### src/pkg/plr_pkg.sv
// Purpose: shared constants and types for the link request/status port
// Assumes: one interface clock, synchronous active-high reset
// Notes: APB map is word aligned, 32-bit data
package plr_pkg;
    // request type codes
    localparam logic [3:0] PLR_T_IMMED = 4'h1;
    localparam logic [3:0] PLR_T_CYC_START = 4'h8;
    localparam logic [3:0] PLR_T_REG_RD = 4'hA;
    localparam logic [3:0] PLR_T_REG_WR = 4'hB;
    localparam logic [3:0] PLR_T_NOTE_EVEN = 4'hC;
    localparam logic [3:0] PLR_T_NOTE_ODD = 4'hD;
    localparam logic [3:0] PLR_T_NOTE_DUE = 4'hE;
    // index of the last sampled bit per request kind
    localparam logic [4:0] PLR_TYPE_LAST = 5'd4;
    localparam logic [4:0] PLR_LAST_BUS = 5'd9;
    localparam logic [4:0] PLR_LAST_RD = 5'd9;
    localparam logic [4:0] PLR_LAST_WR = 5'd17;
    localparam logic [4:0] PLR_LAST_NOTE = 5'd5;
    // speed codes and rate classes
    localparam logic [3:0] PLR_SPD_S100 = 4'h0;
    localparam logic [3:0] PLR_SPD_S200 = 4'h2;
    localparam logic [3:0] PLR_SPD_S400 = 4'h4;
    localparam logic [3:0] PLR_SPD_S800 = 4'h6;
    localparam logic [3:0] PLR_SPD_MAXRES = 4'h7;
    // control pair codes
    localparam logic [1:0] PLR_CTL_IDLE = 2'b00;
    localparam logic [1:0] PLR_CTL_STATUS = 2'b01;
    localparam logic [1:0] PLR_CTL_RECV = 2'b10;
    localparam logic [1:0] PLR_CTL_GRANT = 2'b11;
    localparam logic [7:0] PLR_DATA_ON = 8'hFF;
    // bus status bit positions
    localparam int PLR_BS_N = 7;
    localparam int PLR_BS_BUS_RESET = 0;
    localparam int PLR_BS_IF_RESET = 6;
    // serial status frame
    localparam logic [2:0] PLR_PS_SOL = 3'b010;
    localparam logic [2:0] PLR_PS_UNSOL = 3'b011;
    localparam logic [4:0] PLR_PS_LAST = 5'd16;
    // register map and reset values
    localparam logic [7:0] PLR_A_CTRL = 8'h00;
    localparam logic [7:0] PLR_A_STATUS = 8'h04;
    localparam logic [7:0] PLR_A_PHYREG = 8'h40;
    localparam logic PLR_CTRL_RST = 1'b1;
    localparam logic [7:0] PLR_PREG_RST = 8'h00;
    // queued bus request contents
    typedef struct packed {
        logic fmt;
        logic [3:0] spd;
    } plr_busreq_t;
    // one cycle on the control pair and data lines
    typedef struct packed {
        logic [1:0] ctl;
        logic [7:0] data;
    } plr_link_out_t;
    typedef enum logic [1:0] {PLR_ST_IDLE = 2'b00, PLR_ST_SHIFT = 2'b01} plr_state_t;
endpackage

### src/verilog/plr_port.sv
// Purpose: request decoder, bus request queue and status sender of the link port
// Assumes: link request line synchronous to clk_sys; cable side gives events
// Notes: packet data transfer and cable arbitration live elsewhere
//
// The address map and the APB register port were chosen for this implementation.
module plr_port import plr_pkg::*; #(
    parameter int ADDR_W = 8
) (
    // clock and reset
    input wire logic clk_sys,
    input wire logic rst,
    // apb slave
    input wire logic psel,
    input wire logic penable,
    input wire logic pwrite,
    input wire logic [ADDR_W-1:0] paddr,
    input wire logic [31:0] pwdata,
    output logic [31:0] prdata,
    output logic pready,
    output logic pslverr,
    // link controller pins
    input wire logic link_request_line,
    output logic [1:0] control_pair,
    output logic [7:0] interface_data_lines,
    output logic phy_status_serial_line,
    // cable side
    input wire logic rx_active,
    input wire logic arb_won,
    input wire logic [3:0] arb_won_type,
    input wire logic [PLR_BS_N-1:0] stat_evt,
    output logic [15:0] arb_pending,
    output plr_busreq_t gnt_info,
    output logic gnt_null,
    output logic [2:0] note_pulse
);
    if (ADDR_W < 8) begin : g_chk
        $error("plr_port: ADDR_W must be at least 8");
    end

    plr_state_t st_r;
    logic [4:0] cnt_r, ps_cnt_r;
    logic [17:0] sh_r, sh_nxt;
    logic [3:0] typ_r, gnt_type, rd_addr_r, ps_addr;
    logic done, is_bus, rx_prev_r, rx_fall, gnt_fire, bus_rst;
    logic [15:0] pend_r;
    plr_busreq_t q_r [16];
    logic ctrl_r, ifr_r, send_st;
    logic [PLR_BS_N-1:0] stat_pend_r, pick;
    plr_link_out_t lo_r;
    logic rd_pend_r, uns_pend_r;
    logic [16:0] ps_sh_r;
    logic ps_line_r, ps_sol_r, ps_load, ps_done;
    logic [7:0] preg_r [16];
    logic iso_odd_r, apb_wr, hit_ctrl, hit_stat, hit_win;

    // last bit index of a request, by its type
    function automatic logic [4:0] last_bit(input logic [3:0] t);
        if (t == PLR_T_REG_RD) begin
            return PLR_LAST_RD;
        end else if (t == PLR_T_REG_WR) begin
            return PLR_LAST_WR;
        end else if (t[3:2] == 2'b11 || t == 4'h0 || t == 4'h5 || t == 4'h9) begin
            return PLR_LAST_NOTE;
        end
        return PLR_LAST_BUS;
    endfunction

    // incoming bit joins at the bottom, so earlier bits sit higher
    assign sh_nxt = {sh_r[16:0], link_request_line};
    assign done = (st_r == PLR_ST_SHIFT) && (cnt_r > PLR_TYPE_LAST) && (cnt_r == last_bit(typ_r));
    assign is_bus = (typ_r inside {4'h1, 4'h2, 4'h3, 4'h4, 4'h6, 4'h7, PLR_T_CYC_START});

    // deserialiser; bus requests end at bit 9 so a dropped stop bit is harmless
    always_ff @(posedge clk_sys) begin
        if (rst || ifr_r) begin
            st_r <= PLR_ST_IDLE;
            cnt_r <= 5'd0;
            sh_r <= '0;
            typ_r <= 4'h0;
        end else begin
            case (st_r)
                PLR_ST_IDLE: begin
                    sh_r <= sh_nxt;
                    cnt_r <= 5'd1;
                    if (link_request_line) begin
                        st_r <= PLR_ST_SHIFT;
                    end
                end
                PLR_ST_SHIFT: begin
                    sh_r <= sh_nxt;
                    cnt_r <= cnt_r + 5'd1;
                    if (cnt_r == PLR_TYPE_LAST) begin
                        typ_r <= sh_nxt[3:0];
                    end
                    if (done) begin
                        st_r <= PLR_ST_IDLE;
                    end
                end
                default: st_r <= PLR_ST_IDLE;
            endcase
        end
    end

    // grant on a won arbitration or when reception ends with immediate queued
    assign rx_fall = rx_prev_r && !rx_active;
    assign gnt_fire = !ifr_r && ((rx_fall && pend_r[PLR_T_IMMED]) || (arb_won && pend_r[arb_won_type]));
    assign gnt_type = (rx_fall && pend_r[PLR_T_IMMED]) ? PLR_T_IMMED : arb_won_type;
    assign bus_rst = stat_evt[PLR_BS_BUS_RESET];

    always_ff @(posedge clk_sys) begin
        if (rst) begin
            rx_prev_r <= 1'b0;
        end else begin
            rx_prev_r <= rx_active;
        end
    end

    // request queue; reception start touches nothing here
    always_ff @(posedge clk_sys) begin
        if (rst || bus_rst) begin
            pend_r <= 16'h0000;
        end else begin
            if (gnt_fire) begin
                pend_r[gnt_type] <= 1'b0;
            end
            if (done && is_bus) begin
                pend_r[typ_r] <= 1'b1;
            end
        end
    end

    // stored format and speed, overwritten by a newer request of the type
    always_ff @(posedge clk_sys) begin
        for (int i = 0; i < 16; i++) begin
            if (rst) begin
                q_r[i] <= '0;
            end else if (done && is_bus && typ_r == 4'(i)) begin
                q_r[i] <= '{fmt: sh_nxt[4], spd: sh_nxt[3:0]};
            end
        end
    end

    // grant details for the transmit path
    always_ff @(posedge clk_sys) begin
        if (rst) begin
            gnt_info <= '0;
            gnt_null <= 1'b0;
        end else begin
            gnt_null <= 1'b0;
            if (gnt_fire) begin
                gnt_info <= q_r[gnt_type];
                gnt_null <= q_r[gnt_type].spd[3] || q_r[gnt_type].spd == PLR_SPD_MAXRES;
            end
        end
    end

    // link notifications and isochronous phase
    always_ff @(posedge clk_sys) begin
        if (rst || bus_rst) begin
            iso_odd_r <= 1'b0;
            note_pulse <= 3'b000;
        end else begin
            note_pulse <= 3'b000;
            if (done && typ_r[3:2] == 2'b11) begin
                if (typ_r == PLR_T_NOTE_EVEN) begin
                    iso_odd_r <= 1'b0;
                    note_pulse[0] <= 1'b1;
                end else if (typ_r == PLR_T_NOTE_ODD) begin
                    iso_odd_r <= 1'b1;
                    note_pulse[1] <= 1'b1;
                end else if (typ_r == PLR_T_NOTE_DUE) begin
                    note_pulse[2] <= 1'b1;
                end
            end
        end
    end

    // status events wait while the interface is inactive or resetting, lowest bit first
    assign pick = stat_pend_r & (~stat_pend_r + 7'h01);
    assign send_st = ctrl_r && !ifr_r && !gnt_fire && (stat_pend_r != '0);

    always_ff @(posedge clk_sys) begin
        if (rst) begin
            stat_pend_r <= '0;
            ifr_r <= 1'b0;
        end else begin
            // a new event in the clearing cycle is kept
            stat_pend_r <= (stat_pend_r & ~(send_st ? pick : '0)) | stat_evt;
            ifr_r <= send_st && pick[PLR_BS_IF_RESET];
        end
    end

    // control pair and data lines; grant outranks status, status outranks receive
    always_ff @(posedge clk_sys) begin
        if (rst || ifr_r) begin
            lo_r <= '{ctl: PLR_CTL_IDLE, data: 8'h00};
        end else if (gnt_fire) begin
            lo_r <= '{ctl: PLR_CTL_GRANT, data: 8'h00};
        end else if (send_st) begin
            lo_r <= '{ctl: PLR_CTL_STATUS, data: {1'b0, pick}};
        end else if (rx_active) begin
            lo_r <= '{ctl: PLR_CTL_RECV, data: PLR_DATA_ON};
        end else begin
            lo_r <= '{ctl: PLR_CTL_IDLE, data: 8'h00};
        end
    end
    assign control_pair = lo_r.ctl;
    assign interface_data_lines = lo_r.data;

    // outstanding register read; later reads dropped, bus reset spares it
    always_ff @(posedge clk_sys) begin
        if (rst) begin
            rd_pend_r <= 1'b0;
            rd_addr_r <= 4'h0;
        end else if (done && typ_r == PLR_T_REG_RD && !rd_pend_r) begin
            rd_pend_r <= 1'b1;
            rd_addr_r <= sh_nxt[4:1];
        end else if (ps_done && ps_sol_r) begin
            rd_pend_r <= 1'b0;
        end
    end

    // unsolicited register 0 after a bus reset
    always_ff @(posedge clk_sys) begin
        if (rst) begin
            uns_pend_r <= 1'b0;
        end else if (bus_rst) begin
            uns_pend_r <= 1'b1;
        end else if (ps_load && uns_pend_r) begin
            uns_pend_r <= 1'b0;
        end
    end

    // serial status sender; unsolicited goes first since it follows a reset
    assign ps_load = (ps_cnt_r == 5'd0) && ctrl_r && (uns_pend_r || rd_pend_r) && !ps_line_r;
    assign ps_done = (ps_cnt_r == 5'd1);
    assign ps_addr = uns_pend_r ? 4'h0 : rd_addr_r;

    always_ff @(posedge clk_sys) begin
        if (rst) begin
            ps_sh_r <= '0;
            ps_cnt_r <= 5'd0;
            ps_line_r <= 1'b0;
            ps_sol_r <= 1'b0;
        end else if (ps_load) begin
            ps_line_r <= 1'b1;
            ps_sh_r <= {uns_pend_r ? PLR_PS_UNSOL : PLR_PS_SOL, ps_addr, preg_r[ps_addr], 2'b00};
            ps_cnt_r <= PLR_PS_LAST;
            ps_sol_r <= !uns_pend_r;
        end else if (ps_cnt_r != 5'd0) begin
            ps_line_r <= ps_sh_r[16];
            ps_sh_r <= {ps_sh_r[15:0], 1'b0};
            ps_cnt_r <= ps_cnt_r - 5'd1;
        end else begin
            ps_line_r <= 1'b0;
        end
    end
    assign phy_status_serial_line = ps_line_r;

    // apb decode
    assign hit_ctrl = ({paddr[ADDR_W-1:2], 2'b00} == ADDR_W'(PLR_A_CTRL));
    assign hit_stat = ({paddr[ADDR_W-1:2], 2'b00} == ADDR_W'(PLR_A_STATUS));
    assign hit_win = ((paddr >> 6) == (ADDR_W'(PLR_A_PHYREG) >> 6));
    assign apb_wr = psel && penable && pready && pwrite;

    // register file; the link write wins over a same-cycle software write
    always_ff @(posedge clk_sys) begin
        for (int i = 0; i < 16; i++) begin
            if (rst) begin
                preg_r[i] <= PLR_PREG_RST;
            end else if (done && typ_r == PLR_T_REG_WR && sh_nxt[12:9] == 4'(i)) begin
                preg_r[i] <= sh_nxt[8:1];
            end else if (apb_wr && hit_win && paddr[5:2] == 4'(i)) begin
                preg_r[i] <= pwdata[7:0];
            end
        end
    end

    // control register: interface active enable
    always_ff @(posedge clk_sys) begin
        if (rst) begin
            ctrl_r <= PLR_CTRL_RST;
        end else if (apb_wr && hit_ctrl) begin
            ctrl_r <= pwdata[0];
        end
    end

    // no wait states: data is fetched in setup, ready in first access cycle
    always_ff @(posedge clk_sys) begin
        if (rst) begin
            pready <= 1'b0;
            prdata <= 32'h0000_0000;
            pslverr <= 1'b0;
        end else begin
            pready <= psel && !penable && !pready;
            if (psel && !penable) begin
                pslverr <= 1'b0;
                if (hit_ctrl) begin
                    prdata <= {31'h0000_0000, ctrl_r};
                end else if (hit_stat) begin
                    prdata <= {13'h0000, iso_odd_r, uns_pend_r, rd_pend_r, pend_r};
                end else if (hit_win) begin
                    prdata <= {24'h00_0000, preg_r[paddr[5:2]]};
                end else begin
                    prdata <= 32'h0000_0000;
                    pslverr <= 1'b1;
                end
            end
        end
    end
    assign arb_pending = pend_r;
endmodule
### config.mk
export PLATFORM = sky130hd
export DESIGN_NAME = plr_port
export DESIGN_NICKNAME = d
export VERILOG_FILES = /design/src/pkg/plr_pkg.sv /design/src/verilog/plr_port.sv
export SDC_FILE = /design/constraint.sdc
export NUM_CORES = 1
export LEC_CHECK = 0
export BUFFER_PORTS_ARGS = -buffer_cell sky130_fd_sc_hd__buf_2
export CORE_UTILIZATION = 55
export DETAILED_ROUTE_END_ITERATION = 8
export GPL_TIMING_DRIVEN = 1
export PLACE_DENSITY = 0.82
export SYNTH_ARGS = -nofsm -noshare
export SYNTH_HDL_FRONTEND = slang
export SYNTH_SLANG_ARGS = --single-unit
### constraint.sdc
create_clock -name clk_sys -period 2.53 [get_ports clk_sys]
set_clock_uncertainty 0.15 [all_clocks]
set_input_delay 0.3795 -clock clk_sys [delete_from_list [all_inputs] [get_ports clk_sys]]
set_output_delay 0.3795 -clock clk_sys [all_outputs]
set_load 0.05 [all_outputs]
---- Word-level counts from Yosys, hierarchy flattened ----
Memories as Yosys holds them, arrays and structs flattened.
Cells that the tools add are included.
cells by class
  reduce and logical (&&, ||, !) cells .... 118
  $add $sub $neg .......................... 3
  magnitude comparators ................... 6
  equal/unequal tests ..................... 55
  muxes and demuxes ....................... 258
  bitwise gates (word level) .............. 58
operators with widths
  operator                                                     number
  2-to-1 mux 8 bit                                             33
  2-to-1 mux 1 bit                                             183
  2-to-1 mux 5 bit                                             22
  equality test 4 bit (second input constant)                  24
  logical AND 1 bit                                            77
  equality test 4 x 3 -> 1 bit (second input constant)         13
  2-to-1 mux 16 bit                                            3
  bitwise OR 1 bit                                             48
  2-to-1 mux 19 bit                                            2
  2-to-1 mux 17 bit                                            2
  2-to-1 mux 10 bit                                            3
  equality test 4 x 2 -> 1 bit (second input constant)         6
  AND 16 bit                                                   1
  NOT 16 bit                                                   1
  bitwise OR 16 bit                                            1
  less-than comparator 4 x 5 -> 1 bit (second input constant)  3
  AND 7 bit                                                    2
  NOT 7 bit                                                    2
  nonzero test 7 bit                                           2
  equality test 4 x 1 -> 1 bit (second input constant)         3
  logical NOT 4 bit                                            3
  one-hot mux 5 bit (2 select lines)                           1
  nonzero test 2 bit                                           5
  OR reduction 2 bit                                           5
  other kinds (29)                                             53
word-level totals
  memories kept ........................... 2
  output and inout bits ................... 70
  bits in registers ....................... 131
  input bits .............................. 59
  word-level logic and storage cells ...... 530
  RAM bits ................................ 208
memories
  name    words  bits a word  rd ports  clocked after memory_dff  write ports  RTL line        source
  preg_r  16     8            2         0                         16           plr_port.sv:53  logic [7:0] preg_r [16];
  q_r     16     5            1         0                         16           plr_port.sv:46  plr_busreq_t q_r [16];

---- Depth between registers and ports, before layout ----
Gate-level depths: netlist (run 1).
  depth after elaboration ................. 17
  gate-level depth with buffers ........... 9

---- Worst setup path before layout (run 1) ----
OpenSTA, ideal clock, no wires.
  path type ............................... register to register
  from .................................... register cnt_r[0]
  to ...................................... memory q_r[2][0] in the netlist's numbering (enable)
  setup slack ............................. -0.152 ns
  library setup time ...................... 0.374 ns
  required time ........................... 2.006 ns
  cell stages (with the launch flop) ...... 10
  arrival ................................. 2.158 ns
  cell sequence ........................... dfxtp_1 inv_1 ha_1 nand2b_1 a21oi_1 nor4b_2 a211oi_2 clkbuf_1 or2_1 o21ai_0
RTL lines
  element                 RTL line        source
  from (decl)             plr_port.sv:41  logic [4:0] cnt_r, ps_cnt_r;
  from (signal assigned)  plr_port.sv:91  cnt_r <= cnt_r + 5'd1;
  to (decl)               plr_port.sv:46

==> results of run 1 <==
[per-layer routing]
| layer | vias to the layer above | GRT usage | routed length [µm] |
|---|---|---|---|
| li1 | 5921 | - | - |
| met1 | 6564 | 0.404 | 17600 |
| met2 | 1042 | 0.527 | 23500 |
| met3 | 219 | 0.0583 | 5650 |
| met4 | 2 | 0.154 | 2510 |
| met5 | - | 0 | 8 |
[worst max-delay path by stage]
| stage | slack [ns] | start | endpoint |
|---|---|---|---|
| 6_report | 0.03 | typ_r[2]$_SDFFE_PP0P_ | q_r[7][0]$_SDFFCE_PN0P_ |
| 5_1_grt | -0.04 | typ_r[2]$_SDFFE_PP0P_ | iso_odd_r$_SDFFE_PP0P_ |
| 4_1_cts | 0.000005 | typ_r[0]$_SDFFE_PP0P_ | preg_r[12][1]$_DFFE_PP_ |
| 3_5_place_dp | -0.13 | arb_won_type[1] | gnt_info[0]$_SDFFE_PP0P_ |
| 3_3_place_gp | -0.02 | arb_won_type[1] | gnt_info[0]$_SDFFE_PP0P_ |
| 2_1_floorplan | 0.005 | cnt_r[0]$_SDFF_PP0_ | q_r[2][0]$_SDFFCE_PN0P_ |
[worst reg2reg max path, delay by kind of cell, from the launching register on]
family	cells	cell delay, ns
DFF	1	0.36
and+or+nand+nor	5	1.49
AOI/OAI and AO/OA	1	0.19
buffers and inverters	1	0.15
[cells in the final DEF, fill, tap and decap left out, drive strengths merged, types with 10 or more instances in the layout]
cell type	netlist	final
nand2	114	114
clkbuf	76	46
a22oi	31	31
and2	46	46
a31oi	10	10
mux4	46	46
conb	1	58
nor2b	39	39
a211oi	15	16
mux2i	35	35
dfxtp	117	117
mux2	26	26
buf	61	230
nand2b	15	15
inv	15	18
nor3	31	31
a21oi	78	78
nand3	17	17
o21ai	53	53
nor2	106	106
or3	12	12
o22ai	115	115
a22o	29	29
edfxtp	208	208
[through the flow]
| stage | total power (W) | cells | worst slack, ns |
|---|---|---|---|
| 2_1_floorplan | 0.00731 | 1509 | 0.00518 |
| 3_5_place_dp | 0.00783 | 1982 | -0.132 |
| 5_1_grt | 0.0133 | 2053 | -0.0413 |
| 3_3_place_gp | 0.00777 | 1982 | -0.0182 |
| 4_1_cts | 0.0129 | 2048 | 0.00000466 |
| 6_report | 0.0129 | 2053 | 0.0314 |
[power by group]
part | switching [W] | total (W) | internal (W) | leakage, nW
clock network | 0.00211 | 0.00512 | 0.00301 | 0.562
registers | 0.000191 | 0.00614 | 0.00595 | 3.05
logic | 0.00101 | 0.00166 | 0.000650 | 3.56
total | 0.00331 | 0.0129 | 0.00961 | 7.18
[sequential cells by signal, summed over array words and instances, names as in the netlist, 5 cells and up]
name,flops
q_r,80
gnt_info,5
cnt_r,5
stat_pend_r,7
ps_sh_r,15
interface_data_lines,8
preg_r,128
arb_pending,16
prdata,19
sh_r,12
ps_cnt_r,5
[cell type report]
type                            count  area share
Clock buffer                       46      0.0500
Clock inverter                     15     0.00813
Inverter                           15     0.00290
Multi-Input combinational cell   1033       0.382
Sequential cell                   325       0.443
Tap cell                          384      0.0248
Timing Repair Buffer              235      0.0891
[cell families after synthesis]
kind of cell,Yosys count
and+or+nand+nor,434
buffers and inverters,152
other,1
xor gates and xnor gates,5
muxes,107
AOI/OAI and AO/OA,423
DFF,325
adders and majority gates,5
[timing repair]
action | 4_1_cts | 5_1_grt
setup endpoints to repair | 88 | 219
hold buffers | 5 | 0
pin swaps | 0 | 6
resized for setup | 9 | 39
endpoints found under the hold margin | 5 | 0
setup buffers | 0 | 4
cloned | 0 | 1
==> impl.org, run 1 <==
** Worst setup path
- The setup check on the worst reg-to-reg path leaves a slack of 0.03 ns.
- The critical path runs through a total of 7 cells.
- Data on the critical path is required at its endpoint by ~2.8 ns.
- Startpoint-to-endpoint class of the critical path :: reg2reg
- Cell type of the slowest stage on the worst timing path :: or3_4
- The endpoint identified for the worst register-to-register timing path is q_r[7][0]$_SDFFCE_PN0P_.
- In this run the critical register-to-register path is launched from typ_r[2]$_SDFFE_PP0P_.
- STA classifies the critical path startpoint as a flip-flop.
- For the worst setup path, the data arrival time is ~2.7 ns.
- The number of cells on the worst reg-to-reg path is 7.
- CP top delay family :: simple AND/OR/NAND/NOR gates
- Counting both buffers and inverters, the worst setup path holds a total of 1.
- Crit path cell chain :: and4b_4 > nand3b_1 > nor2_1 > a211oi_4 > or3_4 > buf_6 > nor2_1
- In this design, the critical path's most frequently occurring cell is nor2_1.
- Along the worst path, the maximum fanout reaches 7.
- Element type at the critical path end :: flip-flop
- On the worst path, the slowest cell contributes a delay of roughly 0.46 ns.

** Logic synthesis
- Ranked by total cell area, the synthesized netlist is headed by edfxtp_1, dfxtp_1, mux4_2, o22ai_1, nand2_1.
- The share of synthesized area in the top cell type comes to 0.385.
- Synthesis-stage register bit count :: between 300 and 400
- Top cells by count, synth :: edfxtp_1, dfxtp_1, o22ai_1
- Fraction of the mapped netlist area in compound gates :: 0.181
- edfxtp_1 is the most common cell in the netlist.
- By area, the combinational part of the netlist is dominated by compound AO/OA/AOI/OAI gates.
- Of the synthesized area, sequential elements account for 0.529.
- Simple-gate share of the synthesized area :: 0.137
- Synth Instances :: 1452
- Of the total synthesized cell area, the portion taken by XOR and XNOR cells is 0.00270.
- Measured against the total synthesized area, the mux share comes to 0.103.
- Async set or reset register ratio after synthesis :: 0
- During synthesis, Yosys emitted a total of 0 warnings.
- The cell area that synthesis handed to floorplanning was between 0.015 and 0.02 mm².
- The number of different library cells used by synthesis comes to 82.
- Number of enable flip-flop cells after synthesis :: 208
- Cell taking the most area after synthesis :: edfxtp_1
- Of the total synthesized cell area, the portion taken by full adders, half adders and majority gates is 0.00386.
- Synthesized area per cell :: about 11 µm²
- Flip-flop cell with the highest count after synthesis :: edfxtp_1

** Place
- At the end of routability-driven placement, the weighted congestion stood at 0.962.
- Placement-stage cell area :: around 0.018 mm²
- Port buffering added 89 buffers.
- Post-DP HPWL :: around 35000 µm

** STA
- Max-slew headroom at the worst pin :: 0.176
- Setup repair after global routing could not meet its margin everywhere.
- The clock period could shrink to approximately 2.5 ns.
- For the pin with the worst max-slew slack, the measured transition is 1.23 ns.
- Count of final setup violators :: 0
- Count of final hold-check violations :: 0
- Period Utilization, post-route :: 0.988
- The number of max-slew violations in the final report came to 0.
- Final total negative setup slack :: 0 ns
- Maximum clock frequency :: about 0.40 GHz
- Worst-case hold slack :: ~0.020 ns

** Floorplan
- I/O pins :: between 100 and 150
- In this run the standard cell core region covers just under 0.03 mm².
- Number of cell rows :: 62
- Effective utilization at floorplan :: 0.562
- From left edge to right edge, the die measures roughly 170 µm.
- Floorplan die height :: 174 µm
- Total Die Area :: 0.0302 mm²

** Power
- Summed over all cells, the static leakage comes to between 7 and 8 nW.
- VDD IR max :: ~570 µV
- In this run the power density over the cells is approximately 670 mW/mm².

** GRT
- Maximum number of pins on one net before global-route repair :: 49
- Global-route usage over all layers :: 0.318
- The number of global-route vias before repair was roughly 13000.
- Global-route wire length before repair :: 74200 µm
- Congestion Overflow GR :: 0
- The initial antenna violation count came to 2.

** Cells and area
- The filler cells instantiated in the layout total a little over 2000.
- Total non-filler cell area in the finished layout :: about 0.019 mm²
- In the final layout, the multi-input gates occupy about 0.0074 mm².
- Registers take between 0.008 and 0.009 mm².
- Of the cells placed in the final design, the portion with a size suffix greater than 1 is 0.253.
- Once layout is complete, the utilization of the core stands at 0.672.
- For this run, the post-layout net count is 1708.
- Compared with the post-synthesis result, the final layout area differs by 19.5%.
- Diode count :: 0

** Route
- Number of nets with antenna violations after detailed routing :: 0
- Wires add up to between 40000 and 50000 µm.
- DRC viols :: 0
- Detail-routed net length per standard cell :: approximately 24 µm
- The detailed router finished its first iteration with 2033 violations.
- For this block, the via count after detailed routing is 13700.
- Number of search-and-repair iterations in the first detailed-routing pass :: 6
- Using the TritonRoute via totals, the vias-per-cell ratio works out to roughly 6.7.

** CTS
- TritonCTS built the clock tree.
- Total clock sinks :: about 330
- Depth of the CTS H-tree :: 2
- Clk slew on worst S/H paths :: 0.07 ns
- The tree is rooted in a clkbuf_16.
- The later pin in the worst-skew pair is clocked with a latency of 0.52 ns.
- CTS max path bufs :: 3
- Number of buffers created by CTS :: 34

** Job
- Max-cap violation count :: 0

** Min path
- Worst Hold Path Cells :: 3
- The worst hold path terminates at stat_pend_r[0]$_SDFF_PP0_.
- In this run the worst hold path is classified as in2reg.
- Worst hold path startpoint :: stat_evt[0]

** Run status
- The flow ran to the end, and the final reports show no timing, DRC or antenna violations.
Power figures use the tool's default switching activity.
==> run 2, diff against run 1 <==
==> constraint.sdc (replaced) <==
create_clock -name clk_sys -period 2.53 [get_ports clk_sys]
set_clock_uncertainty 0.15 [all_clocks]
set_input_delay 0.1265 -clock clk_sys [delete_from_list [all_inputs] [get_ports clk_sys]]
set_output_delay 0.1265 -clock clk_sys [all_outputs]
set_load 0.05 [all_outputs]
==> impl.org, run 2 (same netlist as run 1, synthesis figures left out) <==
** Floorplan
- For this configuration, the core starts out at a cell density of 0.562.
- In this run the standard cell core region covers 0.0289 mm².
- In this run the horizontal extent of the chip is ~170 µm.
- The die is between 150 and 200 µm tall.
- After floorplanning, the core was divided into 62 placement rows.
- The floorplan step defined a die boundary enclosing between 0.03 and 0.04 mm².
- I/O pins :: 129

** STA
- Max-slew headroom at the worst pin :: 0.233
- Derived from the worst setup path, the maximum achievable clock frequency is between 0.4 and 0.5 GHz.
- At the pin with the least slew margin, the transition time is 1.14 ns.
- Max-slew violation count :: 0
- The hold violation count in the final report came to 0.
- Across all hold checks on the routed design, the worst slack comes to approximately 0.013 ns.
- The routed design could run at a clock period as short as roughly 2.5 ns.
- In the finished design, the share of the clock period the worst path needs comes to 0.986.
- Setup violations remaining at the end of the flow were counted as 0.

** Place
- Post-DP HPWL :: 35900 µm
- Once placement finished, the instance area stood at 0.0177 mm².
- Port buffer count :: slightly below 90
- Routability-driven placement finished with a final weighted congestion of 1.06.
- Number of placed instances, taps included :: 1958

** Power
- Of the total power, combinational logic draws 0.125.
- The share of total power dissipated in the clock network is 0.391.
- The completed layout was analyzed and its total power is 0.0127 W.
- Power Internal :: between 0.009 and 0.01 W
- Portion of total power attributed to sequential cells :: 0.484
- Switching Share :: 0.256
- P_leak :: approximately 7 nW
- VDD IR max :: 392 µV
- Power per cell area :: 666 mW/mm²
- Total net switching power :: approximately 0.0033 W

** Cells and area
- Non-filler instance count after layout :: ~2000
- The area growth from synthesis to layout is 17.8%.
- More flip-flops sit in one register than any other, and that register is preg_r.
- Total non-filler cell area in the finished layout :: between 0.015 and 0.02 mm²
- Leaving out fill and tap cells, the most frequent cell in the layout is edfxtp_1.
- Share of final-layout standard cells stronger than drive strength 1 :: 0.226
- The largest registers in the layout are preg_r (128), q_r (80), prdata (19).
- Max reg flops :: approximately 130
- In the final design database the tool counted about 1700 nets.
- At the end of the flow the core is filled with cells to 0.662.
- In the layout the commonest cells are edfxtp_1, o22ai_1, dfxtp_1, nand2_1, buf_4.

** Route
- In this run the remaining antenna-violating nets after routing total 0.
- The detailed router finished its first iteration with ~2500 violations.
- Detail-routed net length per standard cell :: between 20 and 25 µm
- DRC viols :: 0
- Routed vias :: about 14000
- For this run, the detailed router's first-pass iteration total came to 6.
- Using the TritonRoute via totals, the vias-per-cell ratio works out to about 6.7.
- For this block, the routed nets add up to roughly 50000 µm of wire.

** Worst setup path
- Startpoint-to-endpoint class of the critical path :: reg2reg
- In this run the critical register-to-register path is captured at prdata[0]$_SDFFE_PP0P_.
- Maximum fanout count along the critical path :: 2
- Most numerous cell on the critical path :: mux4_2
- The worst setup path is captured at a flip-flop.
- STA puts the critical path data required time at roughly 2.8 ns.
- In this design, the stage delay of the slowest critical-path cell is about 0.56 ns.
- Cell type of the slowest stage on the worst timing path :: dlygate4sd3_1
- Kind of start point of the critical path :: flip-flop
- Crit path cell chain :: mux4_2 > mux4_2 > a31oi_1 > dlygate4sd3_1 > o41ai_1
- Arrival time at the worst endpoint :: between 2 and 3 ns
- Counting cells, the worst reg-to-reg path comes to 5.
- The startpoint identified for the worst register-to-register timing path is preg_r[6][0]$_DFFE_PP_.
- Across all register-to-register paths, the minimum setup slack is 0.03 ns.

** Run status
- Run status :: finished clean

** Min path
- The path with the worst hold slack has its endpoint at ctrl_r$_SDFFE_PP1P_.
- Worst Hold Path Cells :: 4
- The worst hold path belongs to the class in2reg.
- The startpoint identified for the worst hold timing path is psel.

** CTS
- TritonCTS built the clock tree.
- The root buffer cell chosen for the clock tree is clkbuf_16.
- Total clock sinks :: 325
- Number of buffers created by CTS :: 34
- The later pin in the worst-skew pair is clocked with a latency of between 0.5 and 0.6 ns.
- CTS max path bufs :: 3
- The H-tree was split into 2 levels.
- Clk slew on worst S/H paths :: about 0.070 ns

** GRT
- Initial antenna violation count :: 1
- Global-route usage over all layers :: 0.327
- Maximum number of pins on one net before global-route repair :: between 40 and 50
- For this run the aggregate overflow at the end of global routing stands at 0.
- The first global-routing pass estimated about 76000 µm of wire.
- The number of global-route vias before repair is around 13000.

** Job
- Across the run, the number of max-cap violations was 0.
## run 2: changes by cell type in the layout (fill, tap and decap cells not counted), moves of 4 or more
cell	change
or3_1	+5
nand2_4	-5
buf_4	-17
dlygate4sd3_1	+12
buf_12	-4
or3_4	-5
nand2_1	+5
## run 2: final cells by class
| cell class | instances | area, µm² |
|---|---|---|
| inverters | 15 | 56.3 |
| well taps | 384 | 480 |
| clock buffers | 48 | 977 |
| repair buffers | 224 | 1620 |
| multi-input cells | 1032 | 7270 |
| fillers | 2129 | 9750 |
| flip-flops and latches | 325 | 8590 |
| clock inverters | 11 | 113 |
| diodes | 1 | 2.50 |
## run 2: through the flow
stage / setup TNS (ns) / setup WS [ns]
floorplan: 0 / 0.00518
global placement: 0 / 0.0758
detailed placement: -0.310 / -0.0373
CTS: 0 / 0.00211
global route: -0.122 / -0.0441
finish: 0 / 0.0343
## run 2: worst max path at each step
stage                            from                 endpoint  slack [ns]  cells after the start
2_1_floorplan     cnt_r[0]$_SDFF_PP0_  q_r[2][0]$_SDFFCE_PN0P_       0.005                      9
3_3_place_gp    typ_r[2]$_SDFFE_PP0P_   preg_r[4][6]$_DFFE_PP_        0.08                      5
3_5_place_dp    typ_r[2]$_SDFFE_PP0P_   preg_r[4][1]$_DFFE_PP_       -0.04                      5
4_1_cts           cnt_r[0]$_SDFF_PP0_  q_r[2][3]$_SDFFCE_PN0P_       0.002                      8
5_1_grt         typ_r[2]$_SDFFE_PP0P_   preg_r[0][0]$_DFFE_PP_       -0.04                      7
6_report       preg_r[6][0]$_DFFE_PP_   prdata[0]$_SDFFE_PP0P_        0.03                      5
## run 2: repair_timing
action / in CTS / in global routing
buffers inserted: 0 / 5
pin swaps: 0 / 5
hold buffers: 17 / 0
hold endpoints to repair: 60 / 0
gates resized for setup: 4 / 17
gates cloned: 0 / 0
endpoints found under the setup margin: 28 / 328
## run 2: critical path, delay by kind of cell (launching register included)
family | cells | cell delay, ns
AOI/OAI and AO/OA | 2 | 0.20
buffers and inverters | 1 | 0.56
DFF | 1 | 0.46
muxes | 2 | 0.98
## run 2: power groups by stage
stage	Clock, W	Combinational (W)	Sequential, W
floorplan	0	0.00106	0.00625
global placement	0	0.00148	0.00624
detailed placement	0	0.00152	0.00626
CTS	0.00498	0.00156	0.00615
global route	0.00519	0.00170	0.00618
finish	0.00497	0.00159	0.00616
## run 2: routing by layer
metal / vias up / GRT usage / part of all wire
met1: 6490 / 0.406 / 0.35
met2: 1046 / 0.531 / 0.46
met3: 218 / 0.0675 / 0.12
li1: 5899 / - / -
met5: - / 0 / 0
met4: 0 / 0.191 / 0.070
